[config.mk]
export PLATFORM = sky130hd
export DESIGN_NAME = mcu_core
export DESIGN_NICKNAME = d
export VERILOG_FILES = /design/src/inc/core_pkg.sv /design/src/rtl/mcu_core.sv
export VERILOG_INCLUDE_DIRS = /design/src /design/src/inc
export SDC_FILE = /design/constraint.sdc
export NUM_CORES = 1
export LEC_CHECK = 0
export BUFFER_PORTS_ARGS = -buffer_cell sky130_fd_sc_hd__buf_2
export CAP_MARGIN = 25
export CORE_MARGIN = 1
export CORE_UTILIZATION = 55
export DETAILED_ROUTE_END_ITERATION = 8
export GPL_TIMING_DRIVEN = 0
export PLACE_DENSITY = 0.78
export RECOVER_POWER = 50
export SYNTH_ARGS = -nofsm -noshare
export SYNTH_HDL_FRONTEND = slang
export SYNTH_SLANG_ARGS = --single-unit
[constraint.sdc]
create_clock -name ref_clk -period 14.11 [get_ports ref_clk]
set_input_delay 0.7055 -clock ref_clk [delete_from_list [all_inputs] [get_ports ref_clk]]
set_output_delay 0.7055 -clock ref_clk [all_outputs]
set_load 0.01 [all_outputs]
[src/inc/core_params.svh]
/*
  Named constants for the instruction sequencing core: field positions of the
  instruction word, class and function codes, reset values and phase counts.
  Assumes it is included by bare name from the package and the core.
*/
`ifndef CORE_PARAMS_SVH
`define CORE_PARAMS_SVH
// ----------------------------------------------------------------------
// Widths and timing
// ----------------------------------------------------------------------
`define PC_W        10
`define DA_W        7
`define IW          14
`define CLKS_PER_CYCLE 4
`define PH_FIRST    2'h0
`define PH_FETCH    2'h0
`define PH_LAST     2'h3
// ----------------------------------------------------------------------
// Instruction word fields
// ----------------------------------------------------------------------
`define CLS_HI 13
`define CLS_LO 10
`define FN_HI  9
`define FN_LO  7
`define IFN_HI 9
`define IFN_LO 8
`define IMM_HI 7
`define IMM_LO 0
`define TBH_HI 13
`define TBH_LO 8
// ----------------------------------------------------------------------
// Classes and functions
// ----------------------------------------------------------------------
`define CLS_ALU_A 4'h0
`define CLS_ALU_M 4'h1
`define CLS_UNI_A 4'h2
`define CLS_UNI_M 4'h3
`define CLS_IMM   4'h4
`define CLS_SKIP  4'h5
`define CLS_BSET  4'h6
`define CLS_BCLR  4'h7
`define CLS_BSKZ  4'h8
`define CLS_BSKNZ 4'h9
`define CLS_JMP   4'ha
`define CLS_CALL  4'hb
`define CLS_SYS   4'hc
`define AF_ADD 3'h0
`define AF_ADC 3'h1
`define AF_SUB 3'h2
`define AF_SBC 3'h3
`define AF_AND 3'h4
`define AF_OR  3'h5
`define AF_XOR 3'h6
`define AF_CPL 3'h7
`define IF_ADD 2'h0
`define IF_SUB 2'h1
`define IF_AND 2'h2
`define IF_MOV 2'h3
`define UF_INC 3'h0
`define UF_DEC 3'h1
`define UF_RR  3'h2
`define UF_RL  3'h3
`define UF_RRC 3'h4
`define UF_RLC 3'h5
`define UF_MOV 3'h6
`define UF_X   3'h7
`define SF_SZ  3'h0
`define SF_SNZ 3'h1
`define SF_SIZ 3'h2
`define SF_SDZ 3'h3
`define YF_RET  3'h1
`define YF_ISR_EXIT 3'h2
`define YF_HALT 3'h3
`define YF_WDT  3'h4
// ----------------------------------------------------------------------
// Addresses and reset values
// ----------------------------------------------------------------------
`define PCL_ADDR 7'h02
`define PC_RST   10'h000
`define ACC_RST  8'h00
`define BYTE_ONE 8'h01
`endif

[src/inc/core_pkg.sv]
/*
  Types shared by the instruction sequencing core.
  Assumes core_params.svh is on the include path.
*/
`include "core_params.svh"
package core_pkg;
  typedef enum logic [1:0] {ST_EXEC, ST_EXTRA, ST_HALT} seq_state_t;
  typedef struct packed {
    logic z;
    logic c;
    logic ac;
    logic ov;
  } flags_t;
  typedef struct packed {
    logic [`DA_W-1:0] addr;
    logic [7:0]       wdata;
    logic             we;
  } dm_req_t;
endpackage

[src/rtl/mcu_core.sv]
/*
  Instruction sequencing core of a small 8-bit accumulator machine: phase
  counter, fetch, decode, ALU, program counter, one-level return stack.
  Assumes program and data memories answer combinationally to the address
  outputs, on the same clock: program memory within one clock, data memory within three.
*/
// Summary of operation
// - Each instruction cycle is four clocks; instructions run in whole cycles.
// - Plain instructions take one cycle; branch, call and table read take two.
// - Jump, call, return and interrupt return take one extra cycle.
// - Writing the program counter low byte jumps there with an extra cycle.
// - Skip costs one cycle, plus one more when the skip is taken.
// - Moves: memory to accumulator, accumulator to memory, immediate to accumulator.
// - Add flags carry above 255; subtract flags borrow below zero.
// - Increment and decrement by one, to memory or to accumulator.
// - AND, OR, XOR and complement via accumulator; zero flag on zero result.
// - Rotates move one bit; through-carry forms put the leaving bit in carry.
// - Call saves the next address, return resumes there, jump saves nothing.
// - Conditional skips test a memory value or a bit and skip the next.
// - Bit set and clear change only the chosen bit of a location.
// - Table read fetches a program memory word into the data path.
// - Halt enters power-down; a watchdog clear instruction exists.
// - Add and subtract update zero, carry, auxiliary carry and overflow.
`timescale 1ns/1ps
`default_nettype none
`include "core_params.svh"
module mcu_core
  import core_pkg::*;
(
  input  wire logic              ref_clk,    // 25 MHz system clock
  input  wire logic              resetn,     // Synchronous reset, active low
  output logic [`PC_W-1:0]       prog_addr,  // Program memory address
  input  wire logic [`IW-1:0]    prog_word,  // Program memory word
  output dm_req_t                dm_req,     // Data memory address, data, write
  input  wire logic [7:0]        dm_rdata,   // Data memory read data
  input  wire logic              wake_n,     // Wake-up pin, active low, async
  output logic [7:0]             acc,        // Accumulator
  output flags_t                 flags,      // Status flags
  output logic [5:0]             table_hi,   // Upper bits of last table word
  output logic                   power_down, // High while halted
  output logic                   wdt_clear   // One-clock watchdog clear pulse
);
  // ----------------------------------------------------------------------
  // State
  // ----------------------------------------------------------------------
  logic [1:0]        ph_q;
  seq_state_t        st_q;
  logic [`PC_W-1:0]  pc_q, stack_q, prog_addr_q;
  logic [`IW-1:0]    ir_q;
  logic [`DA_W-1:0]  dm_addr_q;
  logic [7:0]        acc_q, dm_wdata_q;
  logic [5:0]        table_hi_q;
  flags_t            flags_q, nf;
  logic              dm_we_q, wdt_q, tbl_q, wk1_q, wk2_q;

  // Decode fields and shared arithmetic
  logic [3:0]        cls;
  logic [2:0]        fn, afn, bsel;
  logic [1:0]        ifn;
  logic [7:0]        imm, opnd, b, mask, res;
  logic [8:0]        add9, sub9;
  logic [4:0]        addh, subh;
  logic              cin, exec_end, extra_end, pcl_wr, need_extra, wake;
  logic              wr_a, wr_m, skip, jump_op, call, ret, halt, wdt, tbl, bitop;
  logic [`PC_W-1:0]  pc_inc, pc_skip, pc_nx;

  assign cls  = ir_q[`CLS_HI:`CLS_LO];
  assign fn   = ir_q[`FN_HI:`FN_LO];
  assign ifn  = ir_q[`IFN_HI:`IFN_LO];
  assign imm  = ir_q[`IMM_HI:`IMM_LO];
  assign bsel = fn;
  assign mask = `BYTE_ONE << bsel;
  // The low program counter byte is visible as a data location
  assign opnd = (dm_addr_q == `PCL_ADDR) ? pc_q[7:0] : dm_rdata;
  assign b    = (cls == `CLS_IMM) ? imm : opnd;
  // Immediate functions map onto the shared ALU codes
  assign afn  = (cls != `CLS_IMM) ? fn :
                (ifn == `IF_ADD) ? `AF_ADD :
                (ifn == `IF_SUB) ? `AF_SUB : `AF_AND;
  assign cin  = ((afn == `AF_ADC) || (afn == `AF_SBC)) && flags_q.c;
  // Carry out of bit 7 and borrow below zero come from a ninth bit
  assign add9 = {1'b0, acc_q} + {1'b0, b} + {8'h00, cin};
  assign sub9 = {1'b0, acc_q} - {1'b0, b} - {8'h00, cin};
  assign addh = {1'b0, acc_q[3:0]} + {1'b0, b[3:0]} + {4'h0, cin};
  assign subh = {1'b0, acc_q[3:0]} - {1'b0, b[3:0]} - {4'h0, cin};

  assign exec_end  = (st_q == ST_EXEC) && (ph_q == `PH_LAST);
  assign extra_end = (st_q == ST_EXTRA) && (ph_q == `PH_LAST);
  assign wake      = ~wk2_q;

  // ----------------------------------------------------------------------
  // Execute: result, flags and control decisions of the held instruction
  // ----------------------------------------------------------------------
  always_comb
  begin
    res = opnd;
    nf = flags_q;
    wr_a = 1'b0;
    wr_m = 1'b0;
    skip = 1'b0;
    jump_op = 1'b0;
    call = 1'b0;
    ret = 1'b0;
    halt = 1'b0;
    wdt = 1'b0;
    tbl = 1'b0;
    bitop = 1'b0;
    case (cls)
      `CLS_ALU_A, `CLS_ALU_M, `CLS_IMM:
      begin
        wr_a = (cls != `CLS_ALU_M);
        wr_m = (cls == `CLS_ALU_M);
        case (afn)
          `AF_ADD, `AF_ADC:
          begin
            res = add9[7:0];
            nf = '{z: (add9[7:0] == 8'h00), c: add9[8], ac: addh[4],
                   ov: (acc_q[7] == b[7]) && (add9[7] != acc_q[7])};
          end
          `AF_SUB, `AF_SBC:
          begin
            res = sub9[7:0];
            nf = '{z: (sub9[7:0] == 8'h00), c: sub9[8], ac: subh[4],
                   ov: (acc_q[7] != b[7]) && (sub9[7] != acc_q[7])};
          end
          `AF_AND: res = acc_q & b;
          `AF_OR:  res = acc_q | b;
          `AF_XOR: res = acc_q ^ b;
          default: res = ~b;
        endcase
        if (afn >= `AF_AND)
          nf.z = (res == 8'h00);
        if ((cls == `CLS_IMM) && (ifn == `IF_MOV))
        begin
          res = imm;
          nf = flags_q;
        end
      end
      `CLS_UNI_A, `CLS_UNI_M:
      begin
        wr_a = (cls == `CLS_UNI_A);
        wr_m = (cls == `CLS_UNI_M);
        case (fn)
          `UF_INC: res = opnd + 8'h01;
          `UF_DEC: res = opnd - 8'h01;
          `UF_RR:  res = {opnd[0], opnd[7:1]};
          `UF_RL:  res = {opnd[6:0], opnd[7]};
          `UF_RRC:
          begin
            res = {flags_q.c, opnd[7:1]};
            nf.c = opnd[0];
          end
          `UF_RLC:
          begin
            res = {opnd[6:0], flags_q.c};
            nf.c = opnd[7];
          end
          `UF_MOV: res = (cls == `CLS_UNI_A) ? opnd : acc_q;
          default:
          begin
            // Accumulator form reads a table, memory form clears the location
            tbl = (cls == `CLS_UNI_A);
            wr_a = 1'b0;
            res = 8'h00;
          end
        endcase
        if ((fn == `UF_INC) || (fn == `UF_DEC))
          nf.z = (res == 8'h00);
      end
      `CLS_SKIP:
      begin
        case (fn)
          `SF_SZ:  skip = (opnd == 8'h00);
          `SF_SNZ: skip = (opnd != 8'h00);
          `SF_SIZ:
          begin
            res = opnd + 8'h01;
            wr_m = 1'b1;
            skip = (res == 8'h00);
          end
          `SF_SDZ:
          begin
            res = opnd - 8'h01;
            wr_m = 1'b1;
            skip = (res == 8'h00);
          end
          default: skip = 1'b0;
        endcase
      end
      `CLS_BSET, `CLS_BCLR:
      begin
        // Read-modify-write inside the core keeps the other bits intact
        bitop = 1'b1;
        wr_m = 1'b1;
        res = (cls == `CLS_BSET) ? (opnd | mask) : (opnd & ~mask);
      end
      `CLS_BSKZ:  skip = ~opnd[bsel];
      `CLS_BSKNZ: skip = opnd[bsel];
      `CLS_JMP:   jump_op = 1'b1;
      `CLS_CALL:  call = 1'b1;
      `CLS_SYS:
      begin
        ret = (fn == `YF_RET) || (fn == `YF_ISR_EXIT);
        halt = (fn == `YF_HALT);
        wdt = (fn == `YF_WDT);
      end
      default: res = opnd;
    endcase
  end

  // Control transfer and next program counter
  assign pcl_wr     = wr_m && (dm_addr_q == `PCL_ADDR);
  assign need_extra = jump_op | call | ret | tbl | pcl_wr | skip;
  assign pc_inc     = pc_q + `PC_W'(1);
  assign pc_skip    = pc_q + `PC_W'(2);
  assign pc_nx      = (jump_op | call) ? ir_q[`PC_W-1:0] :
                      ret ? stack_q :
                      pcl_wr ? {pc_q[`PC_W-1:8], res} :
                      skip ? pc_skip : pc_inc;

  // ----------------------------------------------------------------------
  // Phase counter and fetch latch
  // ----------------------------------------------------------------------
  // Four clocks per cycle: fetch in phase 0, operand settles, execute at end
  always_ff @(posedge ref_clk)
  begin
    if (!resetn)
      ph_q <= `PH_FIRST;
    else
      ph_q <= (ph_q == `PH_LAST) ? `PH_FIRST : ph_q + 2'h1;
  end

  always_ff @(posedge ref_clk)
  begin
    if (!resetn)
    begin
      ir_q <= '0;
      dm_addr_q <= '0;
    end
    else if (ph_q == `PH_FETCH)
    begin
      ir_q <= prog_word;
      dm_addr_q <= prog_word[`DA_W-1:0];
    end
  end

  // Wake pin passes two flops before the halt logic sees it
  always_ff @(posedge ref_clk)
  begin
    if (!resetn)
      {wk1_q, wk2_q} <= 2'h3;
    else
      {wk1_q, wk2_q} <= {wake_n, wk1_q};
  end

  // ----------------------------------------------------------------------
  // Sequencer
  // ----------------------------------------------------------------------
  always_ff @(posedge ref_clk)
  begin
    if (!resetn)
      st_q <= ST_EXEC;
    else if (exec_end)
      st_q <= halt ? ST_HALT : (need_extra ? ST_EXTRA : ST_EXEC);
    else if (extra_end || ((st_q == ST_HALT) && (ph_q == `PH_LAST) && wake))
      st_q <= ST_EXEC;
  end

  // Program counter, stack and the table fetch address
  always_ff @(posedge ref_clk)
  begin
    if (!resetn)
    begin
      pc_q <= `PC_RST;
      stack_q <= `PC_RST;
      prog_addr_q <= `PC_RST;
      tbl_q <= 1'b0;
    end
    else if (exec_end)
    begin
      pc_q <= pc_nx;
      if (call)
        stack_q <= pc_inc;
      // The extra cycle of a table read fetches the table word
      prog_addr_q <= tbl ? {pc_q[`PC_W-1:8], opnd} : pc_nx;
      tbl_q <= tbl;
    end
    else if (extra_end)
    begin
      prog_addr_q <= pc_q;
      tbl_q <= 1'b0;
    end
  end

  // Accumulator and flags
  always_ff @(posedge ref_clk)
  begin
    if (!resetn)
    begin
      acc_q <= `ACC_RST;
      flags_q <= '0;
      table_hi_q <= '0;
    end
    else if (exec_end)
    begin
      if (wr_a)
        acc_q <= res;
      flags_q <= nf;
    end
    else if (extra_end && tbl_q)
    begin
      acc_q <= ir_q[`IMM_HI:`IMM_LO];
      table_hi_q <= ir_q[`TBH_HI:`TBH_LO];
    end
  end

  // Memory write strobes during phase 0, while the old address still stands
  always_ff @(posedge ref_clk)
  begin
    if (!resetn)
    begin
      dm_we_q <= 1'b0;
      dm_wdata_q <= '0;
      wdt_q <= 1'b0;
    end
    else
    begin
      dm_we_q <= exec_end && wr_m && !pcl_wr;
      if (exec_end)
        dm_wdata_q <= res;
      wdt_q <= exec_end && wdt;
    end
  end

  assign prog_addr  = prog_addr_q;
  assign dm_req     = '{addr: dm_addr_q, wdata: dm_wdata_q, we: dm_we_q};
  assign acc        = acc_q;
  assign flags      = flags_q;
  assign table_hi   = table_hi_q;
  assign power_down = (st_q == ST_HALT);
  assign wdt_clear  = wdt_q;
endmodule
`default_nettype wire

==> results by group <==
Critical path
  • Worst setup path class: reg -> reg
  • Cell breakdown of the critical path: or4_1 > buf_6 > nor2_8 > buf_8 > a21o_1 > inv_2 > nand2_1 > a21boi_0 > fa_1 > inv_1 > ha_1 > nand2_1 > a21oi_1 > o21a_1 > mux2_2 > nor2_1 > a32oi_1 > a221oi_1 > a31oi_1 > a31oi_1 > o221ai_1
  • FF-to-FF End: prog_addr[7]$_SDFFE_PN0P_
  • R2R cell count: 21
  • Reg2Reg Setup Slack: 7780 ps
  • CP Max Fanout: 10
  • Arr. time, crit path: 6540 ps
  • CP endpoint: prog_addr[7]$_SDFFE_PN0P_
  • CP max stage delay: 810 ps
  • Top delay family on crit path: compound AO/OA/AOI/OAI gates
  • Slowest CP cell: a221oi_1
  • CP Data Required Time: 14320 ps
  • CP bufs+invs: 4
  • Crit. End Element: flip-flop
  • Crit. path cell count: 21
  • CP Launch Point: ir_q[3]$_SDFFE_PN0N_
  • Startpoint types: flip-flop
  • Worst R2R Start: ir_q[3]$_SDFFE_PN0N_

Drt
  • DR top layer: met5
  • M1 WL: 13.0 mm
  • Vias: 9352
  • Final WL: 34.9 mm
  • Remaining routing DRC violations: 0
  • Avg WL per Cell: 26.1 µm
  • Via density per instance: 6.99
  • Antenna viol nets, final: 0
  • Metal3 WL: 4.24 mm
  • First drt pass iteration count: 6
  • Met2 WL post-DR: 14.9 mm
  • First-iteration detailed-routing DRC count: 1383

STA
  • Slew Limit Fails: 0
  • Final Hold Slack: 433 ps
  • Relative slew slack: 0.243
  • Worst slew pin tran: 1120 ps
  • Final setup TNS: 0 ps
  • RSZ-0062 raised after global routing: no
  • Fin. Hold Viols: 0
  • Fmax: 158 MHz
  • Final Cycle Share: 0.449
  • Count of final setup violators: 0
  • Worst Skew: 15.2 ps
  • Post-layout min period: 6330 ps

Yosys
  • Syn nets: 1134
  • Synth cell types: 97
  • Cells after synthesis: 1068
  • Ys Warns: 0
  • Mapped Area: 0.00791 mm²
  • Synth Register Bits: 79
  • Syn Area/Cell: 7.40 µm²
  • Top cells by area, synth: dfxtp_1 (20%), ha_1 (5.9%), nor2_1 (5.8%)
  • Most used flip-flop cell after synthesis: dfxtp_1
  • Sequential share of the synthesized area: 0.200
  • Synth area leader: dfxtp_1
  • Top-area cell type share of the netlist area: 0.200
  • Ys async rst share: 0
  • Post-synth EDFFs: 0

Place
  • DP HPWL: 25.8 mm
  • Final Wtd Congestion: 1.03
  • Buffers added on ports: 69

Floorplan
  • Die width: 122 µm
  • Initial Util: 0.567
  • Die Y: 122 µm
  • Top-Level Pins: 71
  • Core footprint: 0.0139 mm²
  • Num rows: 43
  • Die footprint: 0.0149 mm²

Layout
  • Fillers: 1370
  • Reg area: 0.00158 mm²
  • Syn-to-layout area delta: 10.5%
  • Multi-input gate area: 0.00572 mm²
  • Most frequent cells in the layout: nor2_1 (123), clkbuf_1 (108), nand2_1 (95)
  • Post-layout net count: 1217
  • Most common cell after layout, fill and taps aside: nor2_1
  • Share of layout cells above drive strength 1: 0.0900

Clocking
  • Setup Fix Bufs, Post-CTS: 0
  • Clk sink count: 79
  • CTS tree: done
  • Post_cts resized: 0
  • Latest clock arrival within the worst-skew pair: 360 ps
  • Root buf cell: clkbuf_16
  • Clock Path Buffers: 2
  • CTS buffer count: 9
  • # hold bufs at CTS: 0
  • H-tree levels: 3
  • Clock slew at reported path FFs: 60 ps

GRT
  • Grt total ovfl: 0
  • GRT Total Usage: 0.473
  • Initial antenna violation count: 3
  • Via count of the first global-routing pass: 8565
  • First-pass GRT wire length: 51.0 mm
  • Largest net degree at the start of global routing: 16

Power and ir drop
  • Max VDD drop: 0.0541 mV
  • Leak: 3.37 nW
  • Total design power: 0.000870 W
  • Total power per unit cell area: 99.7 mW/mm²

Run status
  • Status: completed

Hold path
  • HP Class: reg -> reg

Run
  • Max-cap viol count: 0
## cell families after synthesis
group | count (synthesis) | share of synthesized area
simple gates | 404 | 0.259
compound gates | 308 | 0.272
mux | 51 | 0.0744
buf+inv | 141 | 0.0778
flops | 79 | 0.200
xor+xnor | 44 | 0.0487
fa+ha+maj | 41 | 0.0687
## cells in the mapped netlist, types with 18 or more instances
library cell and instances:
o211ai_1 19, and2_1 20, mux2i_1 40, xnor2_1 29, nor3_1 18, a211oi_1 29
ha_1 37, clkbuf_1 68, o21ai_0 56, a31oi_1 18, nand3_1 43, a21oi_1 57
dfxtp_1 79, inv_1 41, nor2_1 123, nand2_1 95, a221oi_1 23
## where the power goes
| group | internal [W] | switching, W | total (W) |
|---|---|---|---|
| clock | 0.000122 | 0.000111 | 0.000233 |
| sequential | 0.000234 | 0.0000166 | 0.000250 |
| combinational | 0.000132 | 0.000255 | 0.000387 |
## stage by stage
step / cells / setup WS, ps / area, µm² / utilization
2_1_floorplan: 1068 / 9570 / 7910 / -
3_5_place_dp: 1319 / 8050 / 8500 / 0.610
3_3_place_gp: 1317 / 8030 / 8480 / 0.608
6_report: 1337 / 7780 / 8730 / 0.627
5_1_grt: 1336 / 7670 / 8730 / 0.627
4_1_cts: 1335 / 7990 / 8780 / 0.630
## cell type report
type	count	area share
antenna	1	0.000286
buffer	98	0.0520
tap	180	0.0258
clock buffer	9	0.0258
clock inverter	7	0.00645
sequential	79	0.181
inverter	43	0.0185
timing repair buffer	72	0.0357
multi-input combinational	848	0.654
## metal layers
layer / global-route usage / vias up
met5: 0 / -
li1: - / 4059
met1: 0.570 / 4349
met3: 0.152 / 205
met2: 0.707 / 735
met4: 0.334 / 4
## state kept, by name (all words and copies together), names as in the netlist
register	count
table_hi	6
pc_q	10
tbl_q	1
st_q	2
flags	4
wdt_clear	1
ph_q	2
prog_addr	10
dm_wdata_q	8
dm_we_q	1
acc	8
ir_q	14
wk2_q	1
stack_q	10
wk1_q	1
## how the worst min path moves through the flow
stage	start	to	slack (ps)	depth (start not counted)
after floorplan	wk1_q$_SDFF_PN1_	wk2_q$_SDFF_PN1_	390	1
after global placement	wk1_q$_SDFF_PN1_	wk2_q$_SDFF_PN1_	390	1
after detailed placement	wk1_q$_SDFF_PN1_	wk2_q$_SDFF_PN1_	420	1
after CTS	wk1_q$_SDFF_PN1_	wk2_q$_SDFF_PN1_	430	1
after global routing	wk1_q$_SDFF_PN1_	wk2_q$_SDFF_PN1_	430	1
final	wk1_q$_SDFF_PN1_	wk2_q$_SDFF_PN1_	430	1
Power figures use the tool's default switching activity.
